===== src/rpm_pkg.sv =====
// Package of constants and state types for the ring pulse period meter.
`default_nettype none

package rpm_pkg;

    // ------------------------------------------------------------------
    // Clock and measurement tick rates.
    // ------------------------------------------------------------------
    // System clock rate in hertz.
    localparam int unsigned CLK_HZ = 100_000_000;
    // Finest tick rate in hertz; coarser rates divide it by 2, 4 and 8.
    localparam int unsigned TICK_FINE_HZ = 96_000;
    // System clock cycles per finest tick, rounded down.
    localparam int unsigned TICK_FINE_CYCLES = CLK_HZ / TICK_FINE_HZ;
    // Width of the finest-tick divider counter.
    localparam int unsigned TICK_DIV_W = 12;

    // ------------------------------------------------------------------
    // Register indices; the APB byte address is four times the index.
    // ------------------------------------------------------------------
    localparam logic [9:0] IDX_CONTROL = 10'h1b0;
    localparam logic [9:0] IDX_LEVEL = 10'h1b1;
    localparam logic [9:0] IDX_RESULT = 10'h1b2;
    localparam logic [9:0] IDX_HOLD = 10'h1b4;
    localparam logic [9:0] IDX_IRQ_STATUS = 10'h1b5;
    localparam logic [9:0] IDX_IRQ_MASK = 10'h1b6;

    // ------------------------------------------------------------------
    // Field positions.
    // ------------------------------------------------------------------
    localparam int unsigned CTRL_SEL_LSB = 0;
    localparam int unsigned CTRL_RES_LSB = 2;
    localparam int unsigned CTRL_EN_BIT = 7;
    localparam int unsigned HOLD_BIT = 0;
    localparam int unsigned LEVEL_BIT = 0;
    localparam int unsigned IRQ_EVENT_BIT = 0;

    // ------------------------------------------------------------------
    // Reset values and limits.
    // ------------------------------------------------------------------
    localparam logic [7:0] CTRL_RESET = 8'h00;
    localparam logic [7:0] HOLD_RESET = 8'h00;
    localparam logic [15:0] RESULT_RESET = 16'h0000;
    localparam logic [15:0] COUNT_MAX = 16'hffff;
    localparam logic [31:0] RDATA_RESET = 32'h0000_0000;

    // Whole state of the meter core.
    typedef struct packed {
        logic enable;          // Ring detection enable.
        logic [1:0] res;       // Tick resolution code.
        logic [1:0] sel;       // Edge select: bit 0 falling, bit 1 rising.
        logic hold;            // Hold mode for the result register.
        logic armed;           // Next event may capture while holding.
        logic [15:0] count;    // Saturating interval counter.
        logic [15:0] result;   // Captured interval.
        logic status;          // Sticky event flag.
        logic mask;            // Interrupt enable for the event flag.
        logic level_prev;      // Level one cycle ago, for edge detection.
        logic [31:0] prdata;   // Registered read data.
    } rpm_state_s;

    localparam rpm_state_s STATE_RESET = '{
        enable: CTRL_RESET[CTRL_EN_BIT],
        res: CTRL_RESET[CTRL_RES_LSB +: 2],
        sel: CTRL_RESET[CTRL_SEL_LSB +: 2],
        hold: HOLD_RESET[HOLD_BIT],
        armed: 1'b1,
        count: RESULT_RESET,
        result: RESULT_RESET,
        status: 1'b0,
        mask: 1'b0,
        level_prev: 1'b0,
        prdata: RDATA_RESET
    };

    // State of the tick divider.
    typedef struct packed {
        logic [TICK_DIV_W-1:0] base;  // Cycles within one finest tick.
        logic [2:0] sub;              // Finest ticks, for the coarser rates.
    } rpm_tick_s;

    // State of the two-stage synchroniser.
    typedef struct packed {
        logic first;   // First stage, read only by the second.
        logic second;  // Second stage, safe to use.
    } rpm_sync_s;

    // Word index of an APB byte address.
    function automatic logic [9:0] reg_index(input logic [11:0] addr);
        reg_index = addr[11:2];
    endfunction : reg_index

    // True when the address names one of the registers.
    function automatic logic reg_mapped(input logic [11:0] addr);
        logic [9:0] idx;
        idx = addr[11:2];
        reg_mapped = (addr[1:0] == 2'h0) &&
            ((idx == IDX_CONTROL) || (idx == IDX_LEVEL) || (idx == IDX_RESULT) ||
             (idx == IDX_HOLD) || (idx == IDX_IRQ_STATUS) || (idx == IDX_IRQ_MASK));
    endfunction : reg_mapped

endpackage : rpm_pkg

`default_nettype wire


===== src/rpm_sync.sv =====
// Two-stage synchroniser for the asynchronous ring input.
`default_nettype none

module rpm_sync (
    input wire logic clk,
    input wire logic rst_n,
    input wire logic async_in,
    output logic sync_out
);

    // ------------------------------------------------------------------
    // State.
    // ------------------------------------------------------------------
    rpm_pkg::rpm_sync_s st_reg;   // Both stages.
    rpm_pkg::rpm_sync_s st_next;  // Next value of both stages.

    // The first stage may go metastable, so only the second stage reads it.
    always_comb begin
        st_next.first = async_in;
        st_next.second = st_reg.first;
    end

    // Both stages clear at reset.
    always_ff @(posedge clk or negedge rst_n) begin
        if (!rst_n) begin
            st_reg <= '0;
        end else begin
            st_reg <= st_next;
        end
    end

    assign sync_out = st_reg.second;

endmodule : rpm_sync

`default_nettype wire


===== src/rpm_tick_gen.sv =====
// Measurement tick generator: one-cycle enables at four selectable rates.
`default_nettype none

module rpm_tick_gen #(
    parameter int unsigned BASE_DIV = rpm_pkg::TICK_FINE_CYCLES
) (
    input wire logic clk,
    input wire logic rst_n,
    input wire logic [1:0] res,
    output logic tick
);

    // ------------------------------------------------------------------
    // State and decode.
    // ------------------------------------------------------------------
    localparam logic [rpm_pkg::TICK_DIV_W-1:0] BASE_LAST =
        rpm_pkg::TICK_DIV_W'(BASE_DIV - 1);

    rpm_pkg::rpm_tick_s st_reg;   // Divider state.
    rpm_pkg::rpm_tick_s st_next;  // Next divider state.
    logic base_hit;               // Last cycle of a finest tick.
    logic [2:0] sub_mask;         // Sub-count bits that must be all ones.

    // The coarse rates are carved out of one divider so that all four share
    // a phase and a change of code takes effect within one coarse period.
    always_comb begin
        base_hit = (st_reg.base == BASE_LAST);
        sub_mask = 3'h7 >> res;
        st_next = st_reg;
        if (base_hit) begin
            st_next.base = '0;
            st_next.sub = 3'(st_reg.sub + 3'h1);
        end else begin
            st_next.base = rpm_pkg::TICK_DIV_W'(st_reg.base + 1'b1);
        end
        tick = base_hit && ((st_reg.sub & sub_mask) == sub_mask);
    end

    // Divider restarts at reset.
    always_ff @(posedge clk or negedge rst_n) begin
        if (!rst_n) begin
            st_reg <= '0;
        end else begin
            st_reg <= st_next;
        end
    end
endmodule : rpm_tick_gen

`default_nettype wire


===== src/rpm_meter.sv =====
// Ring detector and pulse period measure unit with an APB register port.
`default_nettype none

module rpm_meter #(
    parameter int unsigned TICK_BASE_DIV = rpm_pkg::TICK_FINE_CYCLES
) (
    input wire logic pclk,
    input wire logic presetn,
    input wire logic psel,
    input wire logic penable,
    input wire logic pwrite,
    input wire logic [11:0] paddr,
    input wire logic [31:0] pwdata,
    input wire logic [3:0] pstrb,
    output logic [31:0] prdata,
    output logic pready,
    output logic pslverr,
    output logic irq,
    input wire logic ring_in
);

    // ------------------------------------------------------------------
    // Declarations.
    // ------------------------------------------------------------------
    rpm_pkg::rpm_state_s st_reg;   // Whole core state.
    rpm_pkg::rpm_state_s st_next;  // Next core state.
    logic level_sync;              // Ring level after two flip-flops.
    logic tick;                    // One-cycle measurement tick.
    logic [9:0] idx;               // Word index of the bus address.
    logic mapped;                  // Bus address names a register.
    logic wr_en;                   // Write taking effect this cycle.
    logic rd_setup;                // Read setup cycle: load read data.
    logic rise;                    // Rising edge of the synced level.
    logic fall;                    // Falling edge of the synced level.
    logic evt;                     // Interrupt event this cycle.
    logic hold_wr;                 // Write to the hold register.
    logic capture;                 // Event is allowed to refresh the result.

    // ------------------------------------------------------------------
    // Input conditioning and tick generation.
    // ------------------------------------------------------------------
    // The ring pin is asynchronous to pclk, so it is synchronised first.
    rpm_sync u_sync (
        .clk(pclk),
        .rst_n(presetn),
        .async_in(ring_in),
        .sync_out(level_sync)
    );

    // Tick rate follows the resolution field of the control register.
    rpm_tick_gen #(
        .BASE_DIV(TICK_BASE_DIV)
    ) u_tick (
        .clk(pclk),
        .rst_n(presetn),
        .res(st_reg.res),
        .tick(tick)
    );

    // ------------------------------------------------------------------
    // Bus decode.
    // ------------------------------------------------------------------
    // The slave never inserts wait states, so pready is tied high and every
    // access completes in its first access cycle.
    assign pready = 1'b1;
    assign idx = rpm_pkg::reg_index(paddr);
    assign mapped = rpm_pkg::reg_mapped(paddr);
    // Unmapped or misaligned addresses answer with an error.
    assign pslverr = psel && penable && !mapped;
    // All writable registers sit in byte lane 0; a write without that lane is ignored.
    assign wr_en = psel && penable && pwrite && mapped && pstrb[0];
    assign rd_setup = psel && !penable && !pwrite;
    assign hold_wr = wr_en && (idx == rpm_pkg::IDX_HOLD);

    // ------------------------------------------------------------------
    // Next-state logic.
    // ------------------------------------------------------------------
    // Edge detection, counting, capture, registers and read data are all
    // computed here; register writes, except the hold re-arm, are applied before
    // hardware events so that an event in the same cycle always wins over a software clear.
    always_comb begin
        st_next = st_reg;
        st_next.level_prev = level_sync;

        // Edges of the synchronised level.
        rise = level_sync && !st_reg.level_prev;
        fall = !level_sync && st_reg.level_prev;

        // Events need the enable bit and a selected edge.
        evt = st_reg.enable &&
            ((st_reg.sel[0] && fall) ||
             (st_reg.sel[1] && rise));

        // Register writes.
        if (wr_en) begin
            case (idx)
                rpm_pkg::IDX_CONTROL: begin
                    st_next.enable = pwdata[rpm_pkg::CTRL_EN_BIT];
                    st_next.res = pwdata[rpm_pkg::CTRL_RES_LSB +: 2];
                    st_next.sel = pwdata[rpm_pkg::CTRL_SEL_LSB +: 2];
                end
                rpm_pkg::IDX_HOLD: begin
                    st_next.hold = pwdata[rpm_pkg::HOLD_BIT];
                end
                rpm_pkg::IDX_IRQ_STATUS: begin
                    // Writing a one clears the flag.
                    if (pwdata[rpm_pkg::IRQ_EVENT_BIT]) begin
                        st_next.status = 1'b0;
                    end
                end
                rpm_pkg::IDX_IRQ_MASK: begin
                    st_next.mask = pwdata[rpm_pkg::IRQ_EVENT_BIT];
                end
                default: begin
                    // Read-only registers ignore writes.
                end
            endcase
        end

        // Capture uses the count reached before this event clears it.
        capture = evt && (!st_reg.hold || st_reg.armed);
        if (capture) begin
            st_next.result = st_reg.count;
        end

        // In hold mode a capture disarms until software writes the hold
        // register again; the write re-arms even in the event's own cycle.
        if (evt && st_reg.hold) begin
            st_next.armed = 1'b0;
        end
        if (hold_wr) begin
            st_next.armed = 1'b1;
        end

        // Interval counter: cleared by an event, otherwise counts ticks and
        // sticks at its maximum so that over-long gaps read as full scale.
        if (evt) begin
            st_next.count = '0;
        end else if (tick && (st_reg.count != rpm_pkg::COUNT_MAX)) begin
            st_next.count = 16'(st_reg.count + 16'h0001);
        end

        // Sticky event flag; setting wins over a clear in the same cycle.
        if (evt) begin
            st_next.status = 1'b1;
        end

        // Read data is loaded in the setup cycle and shown in the access.
        if (rd_setup) begin
            st_next.prdata = rpm_pkg::RDATA_RESET;
            case (idx)
                rpm_pkg::IDX_CONTROL: begin
                    st_next.prdata[rpm_pkg::CTRL_EN_BIT] = st_reg.enable;
                    st_next.prdata[rpm_pkg::CTRL_RES_LSB +: 2] = st_reg.res;
                    st_next.prdata[rpm_pkg::CTRL_SEL_LSB +: 2] = st_reg.sel;
                end
                rpm_pkg::IDX_LEVEL: begin
                    st_next.prdata[rpm_pkg::LEVEL_BIT] = level_sync;
                end
                rpm_pkg::IDX_RESULT: begin
                    st_next.prdata[15:0] = st_reg.result;
                end
                rpm_pkg::IDX_HOLD: begin
                    st_next.prdata[rpm_pkg::HOLD_BIT] = st_reg.hold;
                end
                rpm_pkg::IDX_IRQ_STATUS: begin
                    st_next.prdata[rpm_pkg::IRQ_EVENT_BIT] = st_reg.status;
                end
                rpm_pkg::IDX_IRQ_MASK: begin
                    st_next.prdata[rpm_pkg::IRQ_EVENT_BIT] = st_reg.mask;
                end
                default: begin
                    // Unmapped reads return zero.
                end
            endcase
        end
    end

    // ------------------------------------------------------------------
    // State register.
    // ------------------------------------------------------------------
    // Only constants are loaded under reset.
    always_ff @(posedge pclk or negedge presetn) begin
        if (!presetn) begin
            st_reg <= rpm_pkg::STATE_RESET;
        end else begin
            st_reg <= st_next;
        end
    end

    // ------------------------------------------------------------------
    // Outputs.
    // ------------------------------------------------------------------
    assign prdata = st_reg.prdata;
    // Level interrupt, high while the unmasked flag is set.
    assign irq = st_reg.status && st_reg.mask;
endmodule : rpm_meter

`default_nettype wire


===== config.mk =====
export PLATFORM = sky130hd
export DESIGN_NAME = rpm_meter
export DESIGN_NICKNAME = d
export VERILOG_FILES = /design/src/rpm_pkg.sv /design/src/rpm_sync.sv /design/src/rpm_tick_gen.sv /design/src/rpm_meter.sv
export SDC_FILE = /design/constraint.sdc
export NUM_CORES = 1
export LEC_CHECK = 0
export BUFFER_PORTS_ARGS = -buffer_cell sky130_fd_sc_hd__buf_2
export CORE_ASPECT_RATIO = 1.4
export CORE_MARGIN = 1
export CORE_UTILIZATION = 50
export DETAILED_ROUTE_END_ITERATION = 10
export GPL_TIMING_DRIVEN = 0
export MAX_ROUTING_LAYER = met4
export PLACE_DENSITY = 0.75
export RECOVER_POWER = 100
export SLEW_MARGIN = 20
export SYNTH_ARGS = -nofsm -noshare
export SYNTH_HDL_FRONTEND = slang
export SYNTH_HIERARCHICAL = 1
export SYNTH_SLANG_ARGS = --single-unit

===== constraint.sdc =====
create_clock -name pclk -period 3.9 [get_ports pclk]
set_input_delay 0.39 -clock pclk [delete_from_list [all_inputs] [get_ports pclk]]
set_output_delay 0.39 -clock pclk [all_outputs]
set_load 0.01 [all_outputs]

==> summary by stage <==
STA
For the pin with the worst max-slew slack, the measured transition is 1.94 ns. Based on the critical path, the design can be clocked at up to 301 MHz. Of the available clock period, the critical path in the final layout requires 85.1%. The shortest clock period the worst path allows after layout is about 3.3 ns. The total of endpoints with negative setup slack in the final report is 0.

Setup repair after global routing left no endpoint under its margin. For the final database, setup skew stands at around 0.0061 ns. The worst slew margin relative to its limit is -29.2%. The number of hold-slack violations in the final timing report is 0. The final number of max-transition violations is 78. After routing, the total negative slack on setup checks comes to 0 ns.

Setup path
The critical path's slowest cell is sky130_fd_sc_hd__nor3_1. STA classifies the critical path endpoint as a register. In this design, the critical path's most frequently occurring cell is sky130_fd_sc_hd__nand4_1. The type of the worst setup path is register to register. For the worst setup path, the data required time is 4.17 ns. In this run the worst path has a maximum fanout of 8.

The number of buffers and inverters on the critical path is 1. The critical path goes through inv_1, ha_1, nor2b_1, nand4_1, nor3_1, nand4_1, or2_2, or3_1, a21oi_1. For this run, the slowest stage of the critical path takes 0.91 ns. STA puts the critical path data arrival time at about 3.6 ns. The kind of start point of the critical path is a register. The cell family contributing the most delay on the critical path is simple AND/OR/NAND/NOR gates.

Global routing
The number of global-route vias before repair is 2354. For this run, the total global-route usage over all layers was measured as about a fifth. The wire length of the first global-routing pass is 10700 um. The pin count of the biggest net entering global routing is 40. The initial antenna violation count came to 0. The total overflow left after global routing is 0.

Clock network
After clock tree synthesis, the setup repair step added 0 buffers. Clock-pin slew was measured on the worst setup and hold paths at about 0.08 ns. The clock latency at the later pin of the worst-skew pair is 0.35 ns. The number of buffers inserted for hold repair after clock tree synthesis is 0.

TritonCTS built the clock tree. The number of H-tree branching levels is 3. The clock net in this run drives a total of 75 sinks. The count of cells resized by post-cts repair is 0. The number of clock buffers added by TritonCTS is 9.

The root cell of the clock tree is sky130_fd_sc_hd__clkbuf_8. The maximum root-to-sink buffer count is 2.

Yosys
The average cell area after synthesis is 11.5 sq um. The synthesized area is 3680 sq um. The fraction of synthesis flops using an asynchronous set or reset pin is 100%. The share of synthesized area occupied by flip-flops and latches is around half. The cell taking the most area after synthesis is sky130_fd_sc_hd__dfrtp_1.

The portion of synthesized cell area occupied by the leading cell type is 50.4%. The synthesis-stage register bit count is 75. The number of synthesized flops with an enable pin is 0. After synthesis, the netlist uses 58 different library cells. The post-synthesis cell count is 319. In the post-synthesis netlist, the biggest area contributors are sky130_fd_sc_hd__dfrtp_1 (50%), sky130_fd_sc_hd__mux2_2 (7.0%), sky130_fd_sc_hd__buf_4 (6.9%), sky130_fd_sc_hd__xnor2_1 (3.1%), sky130_fd_sc_hd__a22o_1 (2.6%). For this run, the number of Yosys warnings is 6. The commonest register cell after synthesis is sky130_fd_sc_hd__dfrtp_1.

Floorplan
The area of the placeable core is 7030 sq um. The initialized floorplan defines 36 standard-cell rows. The die is 74.5 um wide. The die covers roughly 7700 sq um. The count of pins on the block boundary is slightly below 90. Measured along the y axis, the die boundary spans 103 um. The effective utilization at floorplan is 52.3%.

Final layout
Once layout is complete, the cells apart from fillers number approximately 490. From synthesis to final layout, the design area changed by 15.8%. The layout has 602 filler cells. The register with the most flip-flops in the layout has between 40 and 50 of them. Cells with a size suffix above 1 make up 26.9% of the layout. After routing the design area is ~4300 sq um. After the last flow step, the layout net total stands at ~440. The share of the core filled with cells is 60.6%. The number of diodes added for antenna fixing is 0.

Placement
In this run the cell area measured after placement is 4070 sq um. The HPWL after detailed placement is 4770 um. The number of port buffers is 39. The placed cell count is 469.

At the end of routability-driven placement, the weighted congestion stood at 0.760.

Hold path
The worst min-delay path class is input pin to register.

Status
The flow ran to the end, but the final reports show violations. The checks that failed: capacitance limit, slew limit.

Drt
Before antenna repair, the detailed router went through 4 iterations. The total detailed-routing wirelength is 6490 um. The total via count in the routed design is 2484. The final routed wire length divided by cell count is 13.4 um. The iteration-0 DRC count of the detailed router is 123. The via count normalized by instance count is 5.12. The count of nets left with antenna violations once routing finished came out at 0.

In the routed design, unresolved DRC markers number 0.

Pwr
The power per unit of standard cell area is 370 nW/um^2. Overall power consumption after layout is estimated at 1.58 mW. The worst ir drop on vdd is ~0.26 mV. In this run the static leakage power is roughly 2.2 nW.

Flow run
The total of max-cap violations is 2.
==> layout by cell type, fill, tap and decap left out, types with 2 or more instances in the layout <==
master                        n
sky130_fd_sc_hd__a22oi_1      4
sky130_fd_sc_hd__nor3b_1      2
sky130_fd_sc_hd__ha_1         4
sky130_fd_sc_hd__nor3_1       9
sky130_fd_sc_hd__a41oi_1      2
sky130_fd_sc_hd__a22o_1      11
sky130_fd_sc_hd__dfrtp_1     74
sky130_fd_sc_hd__buf_2       21
sky130_fd_sc_hd__nand3_1     13
sky130_fd_sc_hd__clkbuf_8    10
sky130_fd_sc_hd__nand2_4      2
sky130_fd_sc_hd__a21oi_1      7
sky130_fd_sc_hd__o21ai_0     10
sky130_fd_sc_hd__or3_1        2
sky130_fd_sc_hd__xnor2_1     14
sky130_fd_sc_hd__nand2_1     17
sky130_fd_sc_hd__nor4_1       3
sky130_fd_sc_hd__a21o_1       2
sky130_fd_sc_hd__mux2_2      23
sky130_fd_sc_hd__and4_1       2
sky130_fd_sc_hd__buf_4       33
sky130_fd_sc_hd__a211oi_1     2
sky130_fd_sc_hd__nor2b_1      2
sky130_fd_sc_hd__clkbuf_1    25
sky130_fd_sc_hd__conb_1      17
sky130_fd_sc_hd__nand3b_1     3
sky130_fd_sc_hd__xor2_1       4
sky130_fd_sc_hd__nand4b_1     2
sky130_fd_sc_hd__inv_1        5
sky130_fd_sc_hd__mux2i_1      5
sky130_fd_sc_hd__nor2_1      20
sky130_fd_sc_hd__and2_1       3
sky130_fd_sc_hd__clkinvlp_4   3
sky130_fd_sc_hd__bufinv_16    3
sky130_fd_sc_hd__nand4_1      4
sky130_fd_sc_hd__and3_1       5
==> metal layers <==
layer  wire length, um  GRT usage [%]  vias up
li1                  -              -     1217
met1              2800           21.3     1207
met2              3330           32.4       50
met3               217           4.75       10
met4               142           9.00        0
met5                 0              -        -
==> cell usage after synthesis, drive strengths merged, types with 5 or more instances <==
cell type  number
dfrtp          74
buf            36
mux2           23
nor2           21
nand2          19
xnor2          14
nand3          13
a22o           11
nor3           10
o21ai          10
a21oi           7
nand4           6
and3            5
inv             5
mux2i           5
==> kinds of logic after synthesis <==
logic type	after synthesis	synth area share, %
muxes	28	8.41
and+or+nand+nor	103	17.7
other	2	0.204
DFF	75	51.1
xor gates and xnor gates	18	4.49
AOI/OAI and AO/OA	44	8.65
buffers and inverters	45	8.13
adders and majority gates	4	1.36
==> worst paths after layout <==
path	from	cells after the start	slack (ns)	end
setup / recovery	u_tick/st_reg[3]	9	0.58	st_reg[58]
max in group asynchronous	presetn	2	0.92	st_reg[51]
setup reg to reg	u_tick/st_reg[3]	9	0.58	st_reg[58]
hold reg to reg	u_sync/st_next[0]	0	0.35	u_sync/sync_out
min in group asynchronous	presetn	1	0.56	st_reg[63]
hold / removal	ring_in	1	0.14	u_sync/st_next[0]
==> layout make-up <==
| type | instances | area [sq um] | area share, % |
|---|---|---|---|
| repair buffers | 40 | 184 | 4.32 |
| clock buffers | 10 | 138 | 3.23 |
| flip-flops and latches | 75 | 1880 | 44.1 |
| clock inverters | 6 | 113 | 2.65 |
| well taps | 95 | 119 | 2.79 |
| multi-input cells | 214 | 1530 | 36.0 |
| inverters | 5 | 18.8 | 0.441 |
| plain buffers | 40 | 275 | 6.47 |
==> power breakdown <==
part,internal [mW],switching (mW)
sequential,0.779,0.000920
combinational,0.0236,0.0345
clock,0.442,0.295
==> stage by stage <==
stage	setup WS (ns)	hold WS, ns
6_report	0.581	0.141
5_1_grt	0.222	0.130
4_1_cts	0.607	0.000945
3_5_place_dp	0.631	0.348
3_3_place_gp	0.684	0.344
2_1_floorplan	1.22	0.0944
Note: power is estimated with default switching activity, not from simulation.
